## config.mk

```make
export PLATFORM = sky130hd
export DESIGN_NAME = cta_timer
export DESIGN_NICKNAME = d
export VERILOG_FILES = /design/src/hdl/cta_pkg.sv /design/src/hdl/cta_timer.sv /design/src/hdl/cta_sync.sv /design/src/hdl/cta_bitclk.sv
export VERILOG_INCLUDE_DIRS = /design/src /design/src/hdl
export SDC_FILE = /design/constraint.sdc
export NUM_CORES = 1
export LEC_CHECK = 0
export BUFFER_PORTS_ARGS = -buffer_cell sky130_fd_sc_hd__buf_4
export CAP_MARGIN = 0
export CORE_ASPECT_RATIO = 1.5
export CORE_UTILIZATION = 40
export DETAILED_ROUTE_END_ITERATION = 10
export GPL_TIMING_DRIVEN = 0
export PLACE_DENSITY = 0.59
export SYNTH_ARGS = -nofsm -noshare
export SYNTH_HDL_FRONTEND = slang
export SYNTH_SLANG_ARGS = --single-unit
```

## constraint.sdc

```tcl
create_clock -name core_clk_in -period 2.69 [get_ports core_clk_in]
set_clock_uncertainty 0.15 [all_clocks]
set_input_delay 0 -clock core_clk_in [delete_from_list [all_inputs] [get_ports core_clk_in]]
set_output_delay 0 -clock core_clk_in [all_outputs]
set_load 0.1 [all_outputs]
```

## src/hdl/cta_defs.svh

```systemverilog
`ifndef CTA_DEFS_SVH
`define CTA_DEFS_SVH

// ============================================================
// register addresses on the internal byte bus
`define CTA_ADDR_W          8
`define CTA_ADDR_LOW        8'h18
`define CTA_ADDR_HIGH       8'h19
`define CTA_ADDR_START      8'h1a

// ============================================================
// field positions and reset values
`define CTA_MODE_LSB_POS    0
`define CTA_MODE_MSB_POS    1
`define CTA_RST_MODE        2'h0
`define CTA_RST_COUNT       16'hffff
`define CTA_RST_RELOAD      16'hffff
`define CTA_RST_PIN_LEVEL   1'h1

// ============================================================
// serial bit clock divide
`define CTA_BIT_DIV         16
`define CTA_BIT_DIV_W       4

`endif

```

## src/hdl/cta_pkg.sv

```systemverilog
package cta_pkg;

  // ============================================================
  // counter modes
  typedef enum logic [1:0]
  {
    CTA_MODE_INTERVAL = 2'h0,
    CTA_MODE_PULSE    = 2'h1,
    CTA_MODE_EVENT    = 2'h2,
    CTA_MODE_WIDTH    = 2'h3
  } cta_mode_t;

  // ============================================================
  // processor bus request
  typedef struct packed
  {
    logic       rd;
    logic       wr;
    logic [7:0] addr;
    logic [7:0] wdata;
  } cta_bus_req_t;

  // ============================================================
  // counter pin drive: output level and output enable (low = driving)
  typedef struct packed
  {
    logic level;
    logic oe_n;
  } cta_pin_drv_t;

endpackage

```

## src/hdl/cta_timer.sv

```systemverilog
// How it works
// (RULE1) 16-bit counter, loaded from its reload latch, counting down only
// (RULE2) reads return live count: high byte at 0x19, low byte at 0x18
// (RULE3) writes to 0x19 and 0x18 load reload latch high and low bytes
// (RULE4) write to 0x1a loads latch high byte then copies latch to counter
// (RULE5) decrement from zero reloads latch instead of all ones, sets underflow flag
// (RULE6) flag cleared by low byte read, start write, or reset
// (RULE7) mode bits: 00 interval, 01 pulse, 10 event, 11 width measurement
// (RULE8) reset forces mode bits to interval timer; the code only resets mode_prev, mode follows mode_select_in
// (RULE9) interval mode decrements once every clock
// (RULE10) flag with interrupt enable raises interrupt request
// (RULE11) interval mode leaves counter pin as ordinary port bit
// (RULE12) modes needing the pin route the counter onto it automatically
// (RULE13) pulse mode pin output toggles on underflow and on start write
// (RULE14) entering pulse mode drives pin high; next start write drives low
// (RULE15) event mode counts synchronised rising edges; source at most half clock rate
// (RULE16) width mode counts while pin low, holds while high, resumes
// (RULE17) width mode flags at zero, reloads and keeps counting while low
// (RULE18) enabled serial needing internal clock forces clock counting
// (RULE19) software loads clock over sixteen times bit rate, minus one
// (RULE20) serial bit clocks run at one sixteenth of underflow rate
// (RULE21) latch byte writes leave running count untouched until reload
// (RULE22) counter pin synchronised before edge or level detection
// (RULE23) leaving pulse mode for interval stops toggling the output
`timescale 1ns/1ns
`default_nettype none

`include "cta_defs.svh"

module cta_timer
  import cta_pkg::*;
(
  input  wire logic         core_clk_in,
  input  wire logic         reset_in,
  input  wire cta_bus_req_t bus_in,
  output var  logic [7:0]   rdata_out,
  output var  logic         rdata_valid_out,
  input  wire logic [1:0]   mode_select_in,
  input  wire logic         underflow_irq_enable_in,
  input  wire logic         serial_internal_clk_in,
  input  wire logic         port_a_bit_four_in,
  input  wire logic         port_a_bit_four_oe_n_in,
  input  wire logic         counter_pin_in,
  output var  logic         counter_pin_out,
  output var  logic         counter_pin_oe_n_out,
  output var  logic         underflow_flag_out,
  output var  logic         irq_out,
  output var  logic         bit_tick_out
);

  // ============================================================
  // state
  typedef struct packed
  {
    logic [15:0] count;
    logic [15:0] reload;
    logic        flag;
    logic        pulse_level;
    logic        pin_prev;
    cta_mode_t   mode_prev;
    logic [7:0]  rdata;
    logic        rdata_valid;
  } cta_state_t;

  cta_state_t state;
  cta_state_t next_state;

  logic       pin_sync;
  logic       underflow;
  logic       start_wr;
  logic       tick;
  logic       low_wr;
  logic       high_wr;
  logic       low_rd;
  logic       high_rd;
  cta_mode_t  mode;
  cta_mode_t  eff_mode;
  cta_pin_drv_t pin_drv;

  // ============================================================
  // address decode
  function automatic logic addr_is(input logic [7:0] addr, input logic [7:0] target);
    addr_is = (addr == target);
  endfunction

  // ============================================================
  // pin synchroniser
  cta_sync u_sync
  (
    .core_clk_in (core_clk_in),
    .reset_in    (reset_in),
    .async_in    (counter_pin_in),
    .sync_out    (pin_sync)
  );

  // ============================================================
  // bus decode
  assign low_wr  = bus_in.wr && addr_is(bus_in.addr, `CTA_ADDR_LOW);
  assign high_wr = bus_in.wr && (addr_is(bus_in.addr, `CTA_ADDR_HIGH) || addr_is(bus_in.addr, `CTA_ADDR_START));
  assign low_rd  = bus_in.rd && addr_is(bus_in.addr, `CTA_ADDR_LOW);
  assign high_rd = bus_in.rd && addr_is(bus_in.addr, `CTA_ADDR_HIGH);

  // ============================================================
  // mode and count enable
  assign mode     = cta_mode_t'(mode_select_in); // see (RULE7)
  assign eff_mode = serial_internal_clk_in ? CTA_MODE_INTERVAL : mode; // see (RULE18)
  assign start_wr = bus_in.wr && addr_is(bus_in.addr, `CTA_ADDR_START);

  always_comb
  begin
    case (eff_mode)
      CTA_MODE_INTERVAL:
      begin
        tick = 1'b1; // see (RULE9)
      end
      CTA_MODE_PULSE:
      begin
        tick = 1'b1;
      end
      CTA_MODE_EVENT:
      begin
        tick = pin_sync && !state.pin_prev; // see (RULE15) (RULE22)
      end
      CTA_MODE_WIDTH:
      begin
        tick = !pin_sync; // see (RULE16)
      end
      default:
      begin
        tick = 1'b0;
      end
    endcase
  end

  assign underflow = tick && !start_wr && (state.count == 16'h0000); // see (RULE17)

  // ============================================================
  // next state
  always_comb
  begin
    next_state             = state;
    next_state.pin_prev    = pin_sync;
    next_state.mode_prev   = mode;
    next_state.rdata_valid = 1'b0;

    // ============================================================
    // latch writes, no effect on running count
    if (low_wr)
    begin
      next_state.reload[7:0] = bus_in.wdata; // see (RULE3) (RULE21)
    end
    else if (high_wr)
    begin
      next_state.reload[15:8] = bus_in.wdata; // see (RULE3) (RULE4)
    end

    // ============================================================
    // counting
    if (start_wr)
    begin
      next_state.count = {bus_in.wdata, state.reload[7:0]}; // see (RULE4) (RULE1)
    end
    else if (underflow)
    begin
      next_state.count = state.reload; // see (RULE5)
    end
    else if (tick)
    begin
      next_state.count = state.count - 16'h0001; // see (RULE1)
    end

    // ============================================================
    // underflow flag: set wins over read clear
    if (underflow)
    begin
      next_state.flag = 1'b1; // see (RULE5)
    end
    else if (start_wr || low_rd)
    begin
      next_state.flag = 1'b0; // see (RULE6)
    end

    // ============================================================
    // pulse output
    if (mode == CTA_MODE_PULSE && state.mode_prev != CTA_MODE_PULSE)
    begin
      next_state.pulse_level = 1'b1; // see (RULE14)
    end
    else if (mode == CTA_MODE_PULSE && (start_wr || underflow))
    begin
      next_state.pulse_level = !state.pulse_level; // see (RULE13) (RULE23)
    end

    // ============================================================
    // read data
    if (bus_in.rd)
    begin
      next_state.rdata_valid = 1'b1;
      if (low_rd)
      begin
        next_state.rdata = state.count[7:0]; // see (RULE2)
      end
      else if (high_rd)
      begin
        next_state.rdata = state.count[15:8]; // see (RULE2)
      end
      else
      begin
        next_state.rdata = 8'h00;
      end
    end
  end

  always_ff @(posedge core_clk_in or posedge reset_in)
  begin
    if (reset_in)
    begin
      state.count       <= `CTA_RST_COUNT;
      state.reload      <= `CTA_RST_RELOAD;
      state.flag        <= 1'b0; // see (RULE6)
      state.pulse_level <= `CTA_RST_PIN_LEVEL;
      state.pin_prev    <= `CTA_RST_PIN_LEVEL;
      state.mode_prev   <= CTA_MODE_INTERVAL; // see (RULE8)
      state.rdata       <= 8'h00;
      state.rdata_valid <= 1'b0;
    end
    else
    begin
      state <= next_state;
    end
  end

  // ============================================================
  // pin routing
  always_comb
  begin
    if (eff_mode == CTA_MODE_PULSE && !serial_internal_clk_in)
    begin
      pin_drv.level = state.pulse_level; // see (RULE12) (RULE13)
      pin_drv.oe_n  = 1'b0;
    end
    else if (eff_mode == CTA_MODE_INTERVAL)
    begin
      pin_drv.level = port_a_bit_four_in; // see (RULE11)
      pin_drv.oe_n  = port_a_bit_four_oe_n_in;
    end
    else
    begin
      pin_drv.level = 1'b1; // see (RULE12)
      pin_drv.oe_n  = 1'b1;
    end
  end

  assign counter_pin_out      = pin_drv.level;
  assign counter_pin_oe_n_out = pin_drv.oe_n;

  // ============================================================
  // serial bit clock
  cta_bitclk u_bitclk
  (
    .core_clk_in  (core_clk_in),
    .reset_in     (reset_in),
    .underflow_in (underflow),
    .restart_in   (start_wr),
    .bit_tick_out (bit_tick_out) // see (RULE20)
  );

  // ============================================================
  // outputs
  assign rdata_out          = state.rdata;
  assign rdata_valid_out    = state.rdata_valid;
  assign underflow_flag_out = state.flag;
  assign irq_out            = state.flag && underflow_irq_enable_in; // see (RULE10)

endmodule

`default_nettype wire

```

## src/hdl/cta_sync.sv

```systemverilog
`timescale 1ns/1ns
`default_nettype none

// ============================================================
// two flip-flop synchroniser for the counter pin
module cta_sync
  import cta_pkg::*;
(
  input  wire logic core_clk_in,
  input  wire logic reset_in,
  input  wire logic async_in,
  output var  logic sync_out
);

  typedef struct packed
  {
    logic stage1;
    logic stage2;
  } cta_sync_state_t;

  cta_sync_state_t state;
  cta_sync_state_t next_state;

  always_comb
  begin
    next_state.stage1 = async_in;
    next_state.stage2 = state.stage1;
  end

  always_ff @(posedge core_clk_in or posedge reset_in)
  begin
    if (reset_in)
    begin
      state <= '1;
    end
    else
    begin
      state <= next_state;
    end
  end

  assign sync_out = state.stage2;

endmodule

`default_nettype wire

```

## src/hdl/cta_bitclk.sv

```systemverilog
`timescale 1ns/1ns
`default_nettype none

`include "cta_defs.svh"

// ============================================================
// divides counter underflow pulses by sixteen for the serial channel
module cta_bitclk
  import cta_pkg::*;
(
  input  wire logic core_clk_in,
  input  wire logic reset_in,
  input  wire logic underflow_in,
  input  wire logic restart_in,
  output var  logic bit_tick_out
);

  typedef struct packed
  {
    logic [`CTA_BIT_DIV_W-1:0] div;
    logic                      tick;
  } cta_bitclk_state_t;

  cta_bitclk_state_t state;
  cta_bitclk_state_t next_state;

  always_comb
  begin
    next_state      = state;
    next_state.tick = 1'b0;
    if (restart_in)
    begin
      next_state.div = '0;
    end
    else if (underflow_in)
    begin
      next_state.div = state.div + `CTA_BIT_DIV_W'(1);
      if (state.div == `CTA_BIT_DIV_W'(`CTA_BIT_DIV - 1))
      begin
        next_state.tick = 1'b1;
      end
    end
  end

  always_ff @(posedge core_clk_in or posedge reset_in)
  begin
    if (reset_in)
    begin
      state <= '0;
    end
    else
    begin
      state <= next_state;
    end
  end

  assign bit_tick_out = state.tick;

endmodule

`default_nettype wire

```

# [After elaboration in Yosys (flattened, before gate mapping)]
# Cells that the tools add are included.
[totals] output_inout_bits=14 word_cells=71 ff_bits=53
[op_classes] addsub=2 n_bitwise=1 n_mux=18 n_eq_ne=9 n_reduce_logical=28
[ops] operator="2-to-1 mux 16 bit" count=3
[ops] operator="== test 8 x 5 -> 1 bit (second input constant)" count=3
[ops] operator="zero test 16 bit" count=1
[ops] operator="2-to-1 mux 8 bit" count=2
[ops] operator="subtractor 16 x 1 -> 16 bit (second input constant)" count=1
[ops] operator="logical AND 1 bit" count=12
[ops] operator="2-to-1 mux 1 bit" count=7
[ops] operator="2-to-1 mux 2 bit" count=3
[ops] operator="nonzero test 2 bit" count=3
[ops] operator="zero test 1 bit" count=5
[ops] operator="2-to-1 mux 5 bit" count=1
[ops] operator="adder 4 x 1 -> 4 bit (second input constant)" count=1
[ops] operator="== test 2 x 1 -> 1 bit (second input constant)" count=2
[ops] operator="== test 2 bit (second input constant)" count=2
[ops] operator="== test 4 bit (second input constant)" count=1
[ops] operator="2-to-1 mux 4 bit" count=1
[ops] operator="logical OR 1 bit" count=3
[ops] operator="case mux 1 bit (3 select lines)" count=1
[ops] operator="nonzero test 3 bit" count=1
[ops] operator="zero test 2 bit" count=1
[ops] operator="inequality test 2 x 1 -> 1 bit (second input constant)" count=1
[ops] operator="AND reduction 2 bit" count=1
[ops] operator="OR reduction 2 bit" count=1
[ops] operator="inverter 1 bit" count=1

# [Longest topological paths before layout]
[logic_depth] word_depth=10 depth_mapped=8 mapped_depth_nobuf=7

# [Hierarchy]
# Synthesis repeated with hierarchy kept, for this count alone.
[hier_totals] hier_cells=276 area_unflattened_um2=2839.0
[modules_own_cells] mod="cta_timer" seq_area_each_um2=1193.6 n_inst=1 area_per_inst_um2=2524.9 cells_each=253
[modules_own_cells] mod="cta_bitclk" seq_area_each_um2=125.1 n_inst=1 area_per_inst_um2=257.7 cells_each=20
[modules_own_cells] mod="cta_sync" seq_area_each_um2=52.6 n_inst=1 area_per_inst_um2=56.3 cells_each=3

# [Worst setup path before layout]
# No wires, ideal clock.
[synth_timing] kind="reg-to-output" startpoint="register state[12] (netlist bit)" endpoint="output counter_pin_out" setup_slack_ns=0.413 stages_incl_launch_ff=4 arrival_ns=2.127 path_cell_list="dfstp_2 > o22a_1 > nor2_1 > a21oi_1"
[synth_via] elab_chain_len=1
[synth_lines] element="start: declaration" line="cta_timer.sv:65" source="cta_state_t state;"
[synth_lines] element="start signal: assignment" line="cta_timer.sv:229" source="state <= next_state;"
[synth_lines] element="2-to-1 mux 2 bit" line="cta_timer.sv:237" source="if (eff_mode == CTA_MODE_PULSE && !serial_internal_clk_in)"
[synth_lines] element="end: declaration" line="cta_timer.sv:44" source="output var logic counter_pin_out,"
# Every way passes these cells.

# [Final worst setup path]
[layout_timing] startpoint="register state[37] (netlist bit)" endpoint="register state[12] (netlist bit)"
[layout_via] elab_chain_len=5
[layout_lines] element="zero test 16 bit" line="cta_timer.sv:135" source="assign underflow = tick && !start_wr && (state.count == 16'h0000);"
[layout_lines] element="logical AND 1 bit" line="cta_timer.sv:135"
[layout_lines] element="logical OR 1 bit" line="cta_timer.sv:189" source="else if (mode == CTA_MODE_PULSE && (start_wr || underflow))"
[layout_lines] element="logical AND 1 bit" line="cta_timer.sv:189"
[layout_lines] element="nonzero test 2 bit (no source line)"
# Every way passes these cells.
# A chain may end at the register's enable or synchronous reset.

==> flow_summary.ini <==
[outcome]
outcome = finished with violations
violations = DRC

[synth]
yosysMostFrequentCell = dfstp_2
ys_seq_area_share_pct = 48.0
synth_adder_area_share_pct = 1.31
synthArstFlopShare_pct = 100
synth_common_cells = 36 x dfstp_2, 25 x o21ai_0, 17 x dfrtp_1
synth_cells = 277
synthXorXnorAreaFrac_pct = 2.76
synthFlopType = dfstp_2
yosys.cell_types.count = 57
synth_compound_area_share_pct = 15.0
muxShareOfSynthArea_pct = 8.67
yosys-top-cells-area = dfstp_2 33%, dfrtp_1 15%, mux2_2 5.5%
avgSynthCellArea_sq_um = 10.3
ys_ff_latch = 53
yosys_warnings = 0
synth_edf_count = 0
syn_nets = 307
synth_simple_gate_area_share_pct = 18.4
synth_top_family_by_area = simple AND/OR/NAND/NOR gates
syn-cell-area_sq_mm = 0.00286
yosysTopAreaCellShare_pct = 33.1
yosysTopAreaCell = dfstp_2

[place]
post-place-ws_ns = 0.0801
numPortBuffers = 40
place.gp.congestion = 0.872
dp_hpwl_um = 4910

[power]
p_comb_share_pct = 32.0
p_int_mw = 1.62
cellPowerDensity_mw_per_mm2 = 710
seqPwrFrac_pct = 49.2
swShare_pct = 35.9
clkPwrFrac_pct = 18.8
p_leak_nw = 1.55
power_mw = 2.52
ir_worst_vdd_mv = 0.402
switchingPower_mw = 0.907

[finish]
seqCellArea_sq_mm = 0.00137
fillers = 659
n_antenna_cell = 0
drive_gt1_share_pct = 35.5
multi_input_comb_area_sq_mm = 0.00133
nets = 373
syn2layout_area_growth_pct = 24.3

[route]
wl_per_cell_um = 16.1
drc = 3
first_pass_iters = 7
initialDrtViolationCount = 102
routed_wl_um = 6800
postRouteAntennaNets = 0
vias = 2316
vias_per_cell = 5.49

[worst_setup_path]
crit_fanout = 10
r2r-start = state[37]
cp_slowest_cell = or4_4
startpoint_type = register
end_kind = register
worstPathRequired_ns = 2.77
critPathKind = register to register
worstPathArrival_ns = 2.50
slowest_delay_ns = 0.57
path_cells = or4_4 -> or2_1 -> buf_6 -> o31ai_4 -> nor4b_1 -> a211oi_1
crit_start = state[37]

[global_route]
grt_pass1_vias = 2300
grt-ovfl-total = 0
grt_pass1_wl_um = 11600
antenna_found_initial = 0
grtUsageTotal_pct = 20.3
grt_max_degree = 34

[sta]
max_freq_mhz = 413
final_max_slew_viol_count = 0
period_minus_slack_ns = 2.42
finalCritPeriodShare_pct = 89.9
tightest_slew_ns = 1.16
final_hold_viol_count = 0
slew_headroom_pct = 22.2
rsz0062_at_grt = false
setup_slack_ns = 0.271
finalSetupViolCount = 0

[clock_network]
cts_root_buf = clkbuf_8
cts.path.max_buffers = 2
clk_pin_slew_ns = 0.10
numCtsBuffers = 5
worstSkewPairLatency_ns = 0.32
clkSinkCount = 53
cts-htree-levels = 2
cts_tree = done

[die]
dieWidth_um = 71.0
coreArea_sq_mm = 0.00690
dieArea_sq_mm = 0.00750
start_util_pct = 41.4
die-height_um = 106
io_pins = 41
row_count = 37

[hold_path]
hold_path_class = primary input to register
hp-start = bus_in[8]

[run]
maxCapViolCount = 0
==> cells in the final DEF (no fill, tap or decap), types with 10 or more instances in the layout <==
master,instances
a21oi_1,11
buf_4,51
clkbuf_1,10
dfrtp_1,17
dfstp_2,36
dlygate4sd3_1,16
inv_1,14
mux2_2,14
nand2_1,13
nor2_1,15
o21ai_0,25
==> power by group through the flow <==
| stage | logic, mW | clock network [mW] | registers (mW) |
|---|---|---|---|
| 2_1_floorplan | 0.592 | 0 | 1.21 |
| 3_3_place_gp | 0.772 | 0 | 1.24 |
| 3_5_place_dp | 0.784 | 0 | 1.25 |
| 4_1_cts | 0.805 | 0.493 | 1.23 |
| 5_1_grt | 0.894 | 0.524 | 1.28 |
| 6_report | 0.807 | 0.475 | 1.24 |
==> worst paths after layout <==
| path | endpoint | slack (ns) | cells after the start |
|---|---|---|---|
| min | state[35] | 0.09 | 4 |
| max in group asynchronous | state[37] | 1.68 | 4 |
| min in group asynchronous | rdata_valid_out | 0.11 | 3 |
| max | state[12] | 0.27 | 6 |
| min reg2reg | u_sync.sync_out | 0.21 | 0 |
| max reg2reg | state[12] | 0.27 | 6 |
==> critical path: cells and delay by family, from the launching register on <==
kind	cells	cell delay (ns)
AO/OA/AOI/OAI	2	0.65
buffers and inverters	1	0.16
flip-flops	1	0.42
AND/OR/NAND/NOR	3	0.95
==> metrics by stage <==
step                      TNS [ns]  util (%)  hold WS, ns  cells  instance area (sq um)
after CTS                        0      51.1       0.0840    420                   3530
after floorplan                  0         -       -0.146    277                   2860
after global placement    -0.00190      47.2      -0.0414    395                   3260
after detailed placement         0      47.5      -0.0931    396                   3280
final                            0      51.5       0.0949    422                   3550
after global routing             0      51.5       0.0918    422                   3550
==> timing repair <==
item                                   CTS  global route
endpoints found under the hold margin   58             0
hold buffers                            16             0
setup endpoints to repair                0            22
resized for setup                        0             2
buffers inserted                         0             2
==> sequential cells by signal (all words and copies together) (netlist names) <==
name	count
rdata_valid_out	1
underflow_flag_out	1
state	36
rdata_out	8
u_sync.next_state	1
u_bitclk.state	4
u_bitclk.bit_tick_out	1
u_sync.sync_out	1
==> layout make-up <==
type / instances / area share (%)
sequential: 53 / 38.6
multi-input combinational: 190 / 37.4
timing repair buffer: 59 / 13.9
buffer: 19 / 3.17
tap: 78 / 2.75
clock buffer: 8 / 2.54
inverter: 15 / 1.58
==> cell families (layout without fill, tap and decap cells) <==
kind of cell             count (synthesis)  in the layout
flip-flops                              53             53
buffers and inverters                   34            101
AO/OA/AOI/OAI                           67             67
XOR/XNOR                                 9              9
AND/OR/NAND/NOR                         88             88
multiplexers                            23             23
adder cells (fa/ha/maj)                  3              3
==> metal layers <==
metal	wire length, um	global-route usage [%]	vias to the layer above	part of all wire (%)
met5	0	0	-	0
met4	138	8.14	0	2.0
li1	-	-	1120	-
met1	2960	25.3	1124	44
met2	3410	34.2	62	50
met3	292	3.82	10	4.3
No activity file was read; power rests on OpenSTA's default activity.
